[src/rtl/spcf_defs.svh]
// offsets, field codes, reset values and timing counts for the serial settings manager
`ifndef SPCF_DEFS_SVH
`define SPCF_DEFS_SVH

`define SPCF_OFS_BAUD     16'h0601
`define SPCF_OFS_PARITY   16'h0602
`define SPCF_OFS_STOP     16'h0603
`define SPCF_OFS_DELAY    16'h0604
`define SPCF_OFS_COMMIT   16'h0605

`define SPCF_BAUD_9600    16'h2580
`define SPCF_BAUD_19200   16'h4b00
`define SPCF_BAUD_28800   16'h7080
`define SPCF_BAUD_38400   16'h9600
`define SPCF_BAUD_48000   16'hbb80
`define SPCF_BAUD_57600   16'he100

`define SPCF_PAR_NONE     2'h0
`define SPCF_PAR_ODD      2'h1
`define SPCF_PAR_EVEN     2'h2
`define SPCF_STOP_ONE     2'h1
`define SPCF_STOP_TWO     2'h2
`define SPCF_DATA_BITS    4'h8

`define SPCF_RST_BAUD     `SPCF_BAUD_9600
`define SPCF_RST_PARITY   `SPCF_PAR_NONE
`define SPCF_RST_STOP     `SPCF_STOP_ONE
`define SPCF_RST_DELAY    16'h0000
`define SPCF_COMMIT_GO    16'h0001
`define SPCF_SW_ZERO      8'h00

`define SPCF_CLK_NS       8
`define SPCF_MS_NS        1000000
`define SPCF_WINDOW_MIN   3
`define SPCF_WINDOW_MS    (`SPCF_WINDOW_MIN * 60 * 1000)

`endif

[src/rtl/spcf_pkg.sv]
// types shared by the serial settings manager
package spcf_pkg;

  typedef struct packed {
    logic [15:0] baud;
    logic [1:0]  parity;
    logic [1:0]  stop;
    logic [15:0] delay;
  } serial_cfg_s;

  typedef enum logic [1:0] {
    CS_IDLE  = 2'b00,
    CS_HOLD  = 2'b01,
    CS_TRIAL = 2'b10
  } commit_state_e;

endpackage

[src/rtl/serial_param_commit_failsafe.sv]
// staged serial settings with commit, confirmation window and address-zero failsafe
`timescale 1ns/1ns
`include "spcf_defs.svh"

module serial_param_commit_failsafe #(
  parameter int CYC_PER_MS = `SPCF_MS_NS / `SPCF_CLK_NS,
  parameter int WINDOW_MS  = `SPCF_WINDOW_MS
) (
  // clock and reset
  input  wire logic                 CLK_SYS,
  input  wire logic                 RST_N,
  // register access from the frame decoder
  input  wire logic                 REG_WR,
  input  wire logic                 REG_RD,
  input  wire logic [15:0]          REG_ADDR,
  input  wire logic [15:0]          REG_WDATA,
  output logic      [15:0]          REG_RDATA,
  output logic                      REG_ACK,
  output logic                      REG_HIT,
  output logic                      REG_EXC,
  // line events and switch
  input  wire logic [7:0]           ADDR_SW,
  input  wire logic                 QUERY_OK,
  input  wire logic                 REPLY_READY,
  output logic                      REPLY_GO,
  // settings to the bit engine and frame decoder
  output spcf_pkg::serial_cfg_s     ACTIVE_CFG,
  output logic                      ANY_ADDR,
  output logic                      BOOT_MODE,
  output logic                      CONFIRM_PENDING,
  // non-volatile store
  input  wire spcf_pkg::serial_cfg_s NV_CFG,
  output logic                      NV_SAVE,
  output spcf_pkg::serial_cfg_s     NV_DATA
);
  import spcf_pkg::*;

  localparam serial_cfg_s DEF_CFG = '{`SPCF_RST_BAUD, `SPCF_RST_PARITY, `SPCF_RST_STOP, `SPCF_RST_DELAY};

  function automatic logic baud_ok(input logic [15:0] v);
    baud_ok = (v == `SPCF_BAUD_9600) || (v == `SPCF_BAUD_19200) || (v == `SPCF_BAUD_28800) ||
              (v == `SPCF_BAUD_38400) || (v == `SPCF_BAUD_48000) || (v == `SPCF_BAUD_57600);
  endfunction

  // timebase
  logic [16:0]   ms_cnt, next_ms_cnt;
  logic          ms_tick, next_ms_tick;
  // settings state
  serial_cfg_s   staged, next_staged;
  serial_cfg_s   trial, next_trial;
  serial_cfg_s   perm, next_perm;
  commit_state_e state, next_state;
  logic [17:0]   win_cnt, next_win_cnt;
  logic          started, next_started;
  logic          boot, next_boot;
  logic          nv_save, next_nv_save;
  serial_cfg_s   active, next_active;
  logic          any_addr, next_any_addr;
  logic          pending, next_pending;
  // register answer
  logic [15:0]   rdata, next_rdata;
  logic          ack, next_ack;
  logic          hit, next_hit;
  logic          exc, next_exc;
  // reply delay
  logic          dly_busy, next_dly_busy;
  logic [15:0]   dly_cnt, next_dly_cnt;
  logic          go, next_go;

  logic          sw_zero;
  logic          commit_req;

  assign sw_zero = (ADDR_SW == `SPCF_SW_ZERO);
  assign commit_req = REG_WR && (REG_ADDR == `SPCF_OFS_COMMIT) && (REG_WDATA == `SPCF_COMMIT_GO);

  always_comb begin
    next_ms_tick = 1'b0;
    next_ms_cnt  = ms_cnt + 17'h00001;
    if (ms_cnt == 17'(CYC_PER_MS - 1)) begin
      next_ms_cnt  = 17'h00000;
      next_ms_tick = 1'b1;
    end
  end

  // register access: writes land in the staged copy only
  always_comb begin
    next_staged = staged;
    next_rdata  = 16'h0000;
    next_ack    = REG_WR || REG_RD;
    next_hit    = 1'b1;
    next_exc    = 1'b0;
    if (!started) begin
      next_staged = NV_CFG;
    end
    if (REG_ADDR == `SPCF_OFS_BAUD) begin
      next_rdata = staged.baud;
      if (REG_WR && baud_ok(REG_WDATA)) begin
        next_staged.baud = REG_WDATA;
      end else if (REG_WR) begin
        next_exc = 1'b1;
      end
    end else if (REG_ADDR == `SPCF_OFS_PARITY) begin
      next_rdata = {14'h0000, staged.parity};
      if (REG_WR && (REG_WDATA <= {14'h0000, `SPCF_PAR_EVEN})) begin
        next_staged.parity = REG_WDATA[1:0];
      end else if (REG_WR) begin
        next_exc = 1'b1;
      end
    end else if (REG_ADDR == `SPCF_OFS_STOP) begin
      next_rdata = {14'h0000, staged.stop};
      if (REG_WR && ((REG_WDATA == {14'h0000, `SPCF_STOP_ONE}) || (REG_WDATA == {14'h0000, `SPCF_STOP_TWO}))) begin
        next_staged.stop = REG_WDATA[1:0];
      end else if (REG_WR) begin
        next_exc = 1'b1;
      end
    end else if (REG_ADDR == `SPCF_OFS_DELAY) begin
      next_rdata = staged.delay;
      if (REG_WR) begin
        next_staged.delay = REG_WDATA;
      end
    end else if (REG_ADDR == `SPCF_OFS_COMMIT) begin
      next_rdata = 16'h0000;
    end else begin
      next_hit = 1'b0;
    end
    if (!next_ack) begin
      next_hit   = 1'b0;
      next_exc   = 1'b0;
      next_rdata = 16'h0000;
    end
  end

  // commit and confirmation; a commit in the same cycle as a query wins,
  // since that query was heard at the old settings
  always_comb begin
    next_trial   = trial;
    next_perm    = perm;
    next_state   = state;
    next_win_cnt = win_cnt;
    next_nv_save = 1'b0;
    next_started = 1'b1;
    next_boot    = boot;
    if (!started) begin
      next_perm = NV_CFG;
      next_boot = sw_zero;
    end
    if (commit_req) begin
      next_trial   = staged;
      next_win_cnt = 18'h00000;
      next_state   = sw_zero ? CS_HOLD : CS_TRIAL;
    end else begin
      case (state)
        CS_HOLD: begin
          if (!sw_zero) begin
            next_state   = CS_TRIAL;
            next_win_cnt = 18'h00000;
          end
        end
        CS_TRIAL: begin
          if (sw_zero) begin
            next_state = CS_HOLD;
          end else if (QUERY_OK) begin
            next_perm    = trial;
            next_nv_save = 1'b1;
            next_state   = CS_IDLE;
          end else if (ms_tick) begin
            if (win_cnt == 18'(WINDOW_MS - 1)) begin
              next_state = CS_IDLE;
            end else begin
              next_win_cnt = win_cnt + 18'h00001;
            end
          end
        end
        default: begin
          next_state = CS_IDLE;
        end
      endcase
    end
    next_active   = (next_state == CS_TRIAL) ? next_trial : next_perm;
    if (sw_zero) begin
      next_active = DEF_CFG;
    end
    next_any_addr = sw_zero;
    next_pending  = (next_state == CS_TRIAL);
  end

  // reply holdoff: delay+1 tick edges guarantee at least delay full milliseconds
  always_comb begin
    next_dly_busy = dly_busy;
    next_dly_cnt  = dly_cnt;
    next_go       = 1'b0;
    if (!dly_busy && REPLY_READY) begin
      if (active.delay == 16'h0000) begin
        next_go = 1'b1;
      end else begin
        next_dly_busy = 1'b1;
        next_dly_cnt  = active.delay;
      end
    end else if (dly_busy && ms_tick) begin
      if (dly_cnt == 16'h0000) begin
        next_go       = 1'b1;
        next_dly_busy = 1'b0;
      end else begin
        next_dly_cnt = dly_cnt - 16'h0001;
      end
    end
  end

  always_ff @(posedge CLK_SYS) begin
    if (!RST_N) begin
      ms_cnt   <= 17'h00000;
      ms_tick  <= 1'b0;
      staged   <= DEF_CFG;
      trial    <= DEF_CFG;
      perm     <= DEF_CFG;
      state    <= CS_IDLE;
      win_cnt  <= 18'h00000;
      started  <= 1'b0;
      boot     <= 1'b0;
      nv_save  <= 1'b0;
      active   <= DEF_CFG;
      any_addr <= 1'b0;
      pending  <= 1'b0;
      rdata    <= 16'h0000;
      ack      <= 1'b0;
      hit      <= 1'b0;
      exc      <= 1'b0;
      dly_busy <= 1'b0;
      dly_cnt  <= 16'h0000;
      go       <= 1'b0;
    end else begin
      ms_cnt   <= next_ms_cnt;
      ms_tick  <= next_ms_tick;
      staged   <= next_staged;
      trial    <= next_trial;
      perm     <= next_perm;
      state    <= next_state;
      win_cnt  <= next_win_cnt;
      started  <= next_started;
      boot     <= next_boot;
      nv_save  <= next_nv_save;
      active   <= next_active;
      any_addr <= next_any_addr;
      pending  <= next_pending;
      rdata    <= next_rdata;
      ack      <= next_ack;
      hit      <= next_hit;
      exc      <= next_exc;
      dly_busy <= next_dly_busy;
      dly_cnt  <= next_dly_cnt;
      go       <= next_go;
    end
  end

  always_comb begin
    REG_RDATA       = rdata;
    REG_ACK         = ack;
    REG_HIT         = hit;
    REG_EXC         = exc;
    REPLY_GO        = go;
    ACTIVE_CFG      = active;
    ANY_ADDR        = any_addr;
    BOOT_MODE       = boot;
    CONFIRM_PENDING = pending;
    NV_SAVE         = nv_save;
    NV_DATA         = perm;
  end

endmodule // serial_param_commit_failsafe

[config.mk]
export PLATFORM = sky130hd
export DESIGN_NAME = serial_param_commit_failsafe
export DESIGN_NICKNAME = d
export VERILOG_FILES = /design/src/rtl/spcf_pkg.sv /design/src/rtl/serial_param_commit_failsafe.sv
export VERILOG_INCLUDE_DIRS = /design/src /design/src/rtl
export SDC_FILE = /design/constraint.sdc
export NUM_CORES = 1
export LEC_CHECK = 0
export BUFFER_PORTS_ARGS = -buffer_cell sky130_fd_sc_hd__clkbuf_2
export CORE_MARGIN = 8
export CORE_UTILIZATION = 56
export CTS_CLUSTER_DIAMETER = 100
export DETAILED_ROUTE_END_ITERATION = 7
export PLACE_DENSITY = 0.77
export SYNTH_ARGS = -nofsm -noshare
export SYNTH_HDL_FRONTEND = slang
export SYNTH_SLANG_ARGS = --single-unit
[constraint.sdc]
create_clock -name CLK_SYS -period 3.1 [get_ports CLK_SYS]
set_input_delay 0.155 -clock CLK_SYS [delete_from_list [all_inputs] [get_ports CLK_SYS]]
set_output_delay 0.155 -clock CLK_SYS [all_outputs]
set_load 0.01 [all_outputs]
==> results of run 1 <==
-- worst register-to-register path, cell delays in order (launching register included) --
cell	delay, ns
dfxtp_1	0.36
and2_1	0.17
nor4bb_1	0.52
a31oi_1	0.23
a41oi_1	0.36
o21ai_2	0.20
and2_1	0.25
buf_4	0.21
o31ai_1	0.27
-- cell usage after synthesis, types with 9 or more instances --
cell | n | area share (%)
a211oi_1 | 34 | 2.6
a21oi_1 | 127 | 6.5
a22oi_1 | 17 | 1.3
and3_1 | 16 | 1.0
buf_2 | 18 | 0.92
clkbuf_1 | 54 | 2.1
dfxtp_1 | 224 | 46
inv_1 | 13 | 0.50
mux2i_1 | 41 | 4.2
nand2_1 | 78 | 3.0
nand2b_1 | 23 | 1.5
nand3_1 | 48 | 2.5
nand4_1 | 9 | 0.58
nor2_1 | 237 | 9.1
nor2b_1 | 24 | 1.5
nor3_1 | 14 | 0.72
nor4_1 | 20 | 1.3
o21a_1 | 9 | 0.69
o21ai_0 | 20 | 1.0
o31ai_2 | 15 | 1.9
xnor2_1 | 12 | 1.1
xor2_1 | 18 | 1.6
-- placed cells by master (no fill, tap or decap), drive strengths merged, types with 5 or more instances in the layout --
cell type / count
clkbuf: 209
dlygate4sd3: 18
dfxtp: 224
nor4: 22
inv: 13
nor2b: 24
o21ai: 21
nor2: 237
or2: 8
o31ai: 21
mux2: 5
buf: 39
a211oi: 34
a22oi: 17
xor2: 18
mux2i: 41
nor3: 14
nand3: 48
nand2: 78
xnor2: 12
and2: 6
and3: 16
a21oi: 127
o211ai: 6
nand2b: 23
nand4: 9
ha: 5
o21a: 9
and4: 6
or3: 5
-- power groups by stage --
stage | logic, mW | clock network, mW | registers [mW]
6_report | 0.739 | 2.67 | 3.11
5_1_grt | 0.824 | 2.81 | 3.12
4_1_cts | 0.733 | 2.69 | 3.10
3_5_place_dp | 0.707 | 0 | 3.17
3_3_place_gp | 0.691 | 0 | 3.17
2_1_floorplan | 0.442 | 0 | 3.14
-- flip-flops by register name (all words and copies together), names as in the netlist, 2 cells and up --
name and count:
ACTIVE_CFG 36, win_cnt 18, staged 36, REG_RDATA 16, NV_DATA 36, state 2
ms_cnt 17, trial 36, dly_cnt 16
-- metal layers --
layer	global-route usage [%]	wire, um	vias up	share of wire (%)
li1	-	-	4431	-
met1	34.4	12300	4290	42
met2	41.0	13100	471	45
met3	6.11	2920	77	10
met4	8.67	946	0	3.2
met5	0	0	-	0
-- per-stage QoR --
stage / cell area [um2] / setup WS (ns) / util [%] / cells
5_1_grt: 11800 / 0.00415 / 68.9 / 1585
3_3_place_gp: 10900 / 0.238 / 63.6 / 1532
2_1_floorplan: 9750 / 0.829 / - / 1170
6_report: 11800 / 0.174 / 68.9 / 1585
3_5_place_dp: 10900 / 0.143 / 63.6 / 1532
4_1_cts: 11800 / 0.226 / 68.9 / 1585
-- final cells by class --
type                            instances  area [um2]  share of cell area (%)
Timing Repair Buffer                  234        1380                    11.7
Tap cell                              225         282                    2.38
Sequential cell                       224        4490                    37.9
Multi-Input combinational cell        853        4900                    41.4
Clock buffer                           32         679                    5.74
Clock inverter                          3        40.0                   0.338
Inverter                               14        53.8                   0.455
-- path summary, 6_finish.rpt --
check,endpoint,depth (start not counted),startpoint
worst min register to register,NV_DATA[28],2,trial[28]
worst max-delay path,ACTIVE_CFG[18],9,REG_WDATA[3]
worst min-delay path,NV_SAVE,3,QUERY_OK
worst max register to register,ACTIVE_CFG[18],8,win_cnt[12]
-- cell families (layout without fill, tap and decap cells) --
logic type / count (synthesis) / count (layout) / synth area share [%]
adders and majority gates: 5 / 5 / 0.641
AOI/OAI and AO/OA: 259 / 259 / 17.1
muxes: 46 / 46 / 4.79
xor gates and xnor gates: 30 / 30 / 2.69
DFF: 224 / 224 / 46.0
and+or+nand+nor: 513 / 513 / 24.7
buffers and inverters: 93 / 283 / 4.04
==> flow_metrics.env, run 1 <==
export IMPL_floorplan_core_area_mm2=0.0172
export IMPL_n_antenna_cell=0
export IMPL_slew_violations=0
export IMPL_drt_antenna_violating_nets=0
export IMPL_total_leakage_power_nw=5.08
export IMPL_clk_pin_slew_ns=0.06
export IMPL_fillers=1420
export IMPL_setup_reg_to_reg_worst_slack_ns=0.43
export IMPL_timing_final_crit_share_pct=94.4
export IMPL_worst_path_max_delay_cell="or4b_2"
export IMPL_combPwrFrac_pct=11.3
export IMPL_cell_by_cell_trace_of_the_critical_path="dlygate4sd3_1 > clkbuf_2 > nor4_1 > nand4_1 > or4b_2 > a22o_1 > and2_1 > buf_4 > o31ai_1"
export IMPL_synth_avg_cell_area_um2=8.34
export IMPL_ir_worst_vdd_mv=0.501
export IMPL_critical_path_max_stage_delay_ns=0.92
export IMPL_gp_routability_congestion=0.910
export IMPL_via_count_of_the_first_global_routing_pass=8942
export IMPL_cellInternalPower_mw=4.89
export IMPL_cts_root_buffer="clkbuf_16"
export IMPL_number_of_enable_type_register_cells_in_the_synthesized_netlist=0
export IMPL_worstSetupEndpointType="register"
export IMPL_hpwl_um=20700
export IMPL_die_height_um=148
export IMPL_syn_inst=1170
export IMPL_p_sw_mw=1.63
export IMPL_dr_first_iter_drc_count=799
export IMPL_overall_power_after_layout_mw=6.51
export IMPL_drt_pass1_iterations=7
export IMPL_fin_tns_setup_ns=0
export IMPL_seq_area_frac_synth_pct=46.0
export IMPL_clk_insertion_delay_late_ns=0.51
export IMPL_die_width_um=148
export IMPL_setup_worst_path_start_class="input port"
export IMPL_cts_resized=0
export IMPL_antenna_found_initial=0
export IMPL_worst_path_max_fanout=16
export IMPL_fin_hold_ws_ns=0.0176
export IMPL_timing_critical_path_required_ns=3.50
export IMPL_design_final_nets=1437
export IMPL_wl_per_cell_um=18.5
export IMPL_final_hold_viol_count=0
export IMPL_first_pass_grt_wire_length_um=46800
export IMPL_number_of_distinct_library_cell_variants_in_the_gate_level_netlist_after_synthesis=56
export IMPL_asyncSetResetFlopFracSynth_pct=0
export IMPL_clk_path_buf_depth=3
export IMPL_gr_total_overflow=0
export IMPL_hold_path_class="input port to register"
export IMPL_critPathArrivalTime_ns=3.33
export IMPL_area_delta_synth_final_pct=21.3
export IMPL_setup_viol=0
export IMPL_yosysWarningCount=0
export IMPL_clock_tree_htree_level_count=1
export IMPL_cpLargestDelayFamily="simple AND/OR/NAND/NOR gates"
export IMPL_routed_vias=9269
export IMPL_buffer_ports_inserted=177
export IMPL_track_usage_pct=26.0
export IMPL_worst_slew_pin_transition_ns=0.955
export IMPL_clock_power_share_pct=40.9
export IMPL_initial_core_util_pct=56.8
export IMPL_io_pins=178
export IMPL_cts_tree="yes"
export IMPL_pwr_share_seq_pct=47.7
export IMPL_cellPowerDensity_mw_per_mm2=551
export IMPL_placementRows=48
export IMPL_largest_net_degree_at_the_start_of_global_routing=56
export IMPL_cts_hold_repair_buffers=18
export IMPL_numClockSinks=224
export IMPL_synthFlopType="dfxtp_1"
export IMPL_fp_dieArea_mm2=0.0219
export IMPL_totalWireLength_um=29300
export IMPL_fin_worst_skew_ns=0.0101
export IMPL_mappedNetlistArea_mm2=0.00975
export IMPL_cts_buffers_inserted=23
export IMPL_drive_gt1_share_pct=21.2
export IMPL_unrepaired_setup_endpoints_after_global_routing="false"
export IMPL_max_clk_rate_ghz=0.342
export IMPL_cts_setup_buffers=0
export IMPL_synth_fp_nets=1257
export IMPL_status="complete, no violations"
export IMPL_drt_vias_per_instance=5.85
export IMPL_final_period_minus_worst_setup_slack_ns=2.93
export IMPL_timing_worst_setup_path_type="input port to register"
export IMPL_max_slew_headroom_at_the_worst_pin_pct=36.1
export IMPL_crit_buf_inv=3
export IMPL_power_switching_fraction_pct=25.0
export IMPL_drt_drc_violations_left=0
export IMPL_synth_ff_latch_count=224
export IMPL_timing_max_cap_violations=0
(Power assumes the default switching activity.)
==> run 2, diff against run 1 <==
--- a/config.mk
+++ b/config.mk
@@ -6,7 +6,9 @@
 export SDC_FILE = /design/constraint.sdc
 export NUM_CORES = 1
 export LEC_CHECK = 0
+export ABC_AREA = 0
 export BUFFER_PORTS_ARGS = -buffer_cell sky130_fd_sc_hd__clkbuf_2
+export CORE_ASPECT_RATIO = 1.25
 export CORE_MARGIN = 8
 export CORE_UTILIZATION = 56
 export CTS_CLUSTER_DIAMETER = 100
==> run 2 against run 1 <==
Setup slack gained 0.086 ns; register-to-register slack gained 0.13 ns; clock power shrank 4%; final cell count shrank 0.50%; via count is essentially flat; clock-buffer cell count grew 1; worst hold slack lost 0.0074 ns; fmax grew 3.0%; final area shrank 0.56%; clock skew grew 0.00070 ns; total power shrank 1.7%; critical path depth grew 1.
==> flow_metrics.env, run 2 (synthesis gave the netlist of run 1 again) <==
export IMPL_status="complete, no violations"
export IMPL_buffer_ports_inserted=177
export IMPL_hold_path_class="input port to register"
export IMPL_design_final_nets=1425
export IMPL_final_core_util_pct=68.0
export IMPL_drt_antenna_violating_nets=0
export IMPL_clk_pin_slew_ns=0.06
export IMPL_critPathArrivalTime_ns=3.24
export IMPL_worst_slew_pin_transition_ns=0.942
export IMPL_ir_worst_vdd_mv=0.384
export IMPL_largest_net_degree_at_the_start_of_global_routing=68
export IMPL_dr_first_iter_drc_count=902
export IMPL_n_antenna_cell=0
export IMPL_cellPowerDensity_mw_per_mm2=545
export IMPL_fillers=1447
export IMPL_area_delta_synth_final_pct=20.6
export IMPL_max_slew_headroom_at_the_worst_pin_pct=37.0
export IMPL_totalWireLength_um=29100
export IMPL_floorplan_core_area_mm2=0.0173
export IMPL_cts_root_buffer="clkbuf_16"
export IMPL_layout_cells_most_common_list="nor2_1, dfxtp_1, clkbuf_2"
export IMPL_initial_core_util_pct=56.4
export IMPL_first_pass_grt_wire_length_um=46300
export IMPL_clock_tree_htree_level_count=1
export IMPL_placementRows=54
export IMPL_cts_setup_buffers=0
export IMPL_hpwl_um=20700
export IMPL_die_width_um=134
export IMPL_numClockSinks=224
export IMPL_dpl_cell_area_mm2=0.0109
export IMPL_slew_violations=0
export IMPL_fin_tns_setup_ns=0
export IMPL_fp_dieArea_mm2=0.0219
export IMPL_drt_vias_per_instance=5.88
export IMPL_antenna_found_initial=0
export IMPL_gr_total_overflow=0
export IMPL_cts_tree="yes"
export IMPL_layout_cells_most_common="nor2_1"
export IMPL_timing_critical_path_required_ns=3.50
export IMPL_gp_routability_congestion=0.927
export IMPL_setup_viol=0
export IMPL_track_usage_pct=25.9
export IMPL_final_hold_viol_count=0
export IMPL_postLayoutSetupSlackWorst_ns=0.261
export IMPL_cts_buffers_inserted=22
export IMPL_clk_insertion_delay_late_ns=0.50
export IMPL_routed_vias=9268
export IMPL_worstSetupEndpointType="register"
export IMPL_unrepaired_setup_endpoints_after_global_routing="false"
export IMPL_timing_max_cap_violations=0
export IMPL_placement_setup_worst_slack_ns=0.0959
export IMPL_multi_input_comb_area_mm2=0.00491
export IMPL_wl_per_cell_um=18.5
export IMPL_timing_final_crit_share_pct=91.6
export IMPL_drt_pass1_iterations=6
export IMPL_drt_drc_violations_left=0
export IMPL_final_period_minus_worst_setup_slack_ns=2.84
export IMPL_post_route_cell_area_mm2=0.0118
export IMPL_area_of_all_sequential_standard_cells_mm2=0.00449
export IMPL_clk_path_buf_depth=3
export IMPL_timing_worst_setup_path_type="input port to register"
export IMPL_fin_worst_skew_ns=0.0108
export IMPL_setup_worst_path_start_class="input port"
export IMPL_max_clk_rate_ghz=0.352
export IMPL_die_height_um=164
export IMPL_drive_gt1_share_pct=20.5
export IMPL_via_count_of_the_first_global_routing_pass=8926
export IMPL_total_leakage_power_nw=5.03
export IMPL_worst_path_max_fanout=38
export IMPL_io_pins=178
-- run 2: metrics by stage --
stage               power (mW)  instances  hold slack (ns)
detailed placement        3.88       1521            0.438
global route              6.65       1577           0.0165
CTS                       6.41       1577          0.00371
global placement          3.86       1521            0.424
finish                    6.41       1577           0.0102
floorplan                 3.58       1170            0.183
-- run 2: repair_timing --
item	CTS	global route
gates resized for setup	0	1
hold buffers	17	0
hold endpoints to repair	17	0
setup endpoints to repair	0	12
-- run 2: where the power goes --
group          switching [mW]  internal [mW]
clock network            1.10           1.46
registers               0.119           2.99
logic                   0.427          0.309
-- run 2: final timing paths --
check / from / to / cells after the start / slack, ns
setup / recovery: REG_WDATA[6] / ACTIVE_CFG[4] / 10 / 0.26
hold / removal: REG_ADDR[2] / REG_HIT / 2 / 0.01
setup reg to reg: win_cnt[12] / ACTIVE_CFG[32] / 9 / 0.56
hold reg to reg: win_cnt[0] / win_cnt[0] / 2 / 0.49
-- run 2: routing by layer --
layer | GRT usage (%) | vias up | wire (um)
met5 | 0 | - | 0
met2 | 43.2 | 431 | 13800
met3 | 5.08 | 78 | 2450
met4 | 10.7 | 0 | 1150
li1 | - | 4417 | -
met1 | 32.2 | 4342 | 11800
-- run 2: area by class of cell --
cell class,instances,area share [%]
clock buffer,33,5.55
clock inverter,6,0.277
inverter,14,0.457
multi-input combinational,853,41.7
sequential,224,38.2
tap,224,2.38
timing repair buffer,223,11.5
-- run 2: critical path, stage by stage --
cell and delay (ns):
dlygate4sd3_1 0.54, clkbuf_2 0.13, nor3_1 0.40, nand4_1 0.21, or4b_4 0.67, nand3_1 0.14, a22o_1 0.20, buf_12 0.22
nand2_1 0.25, a211oi_1 0.31
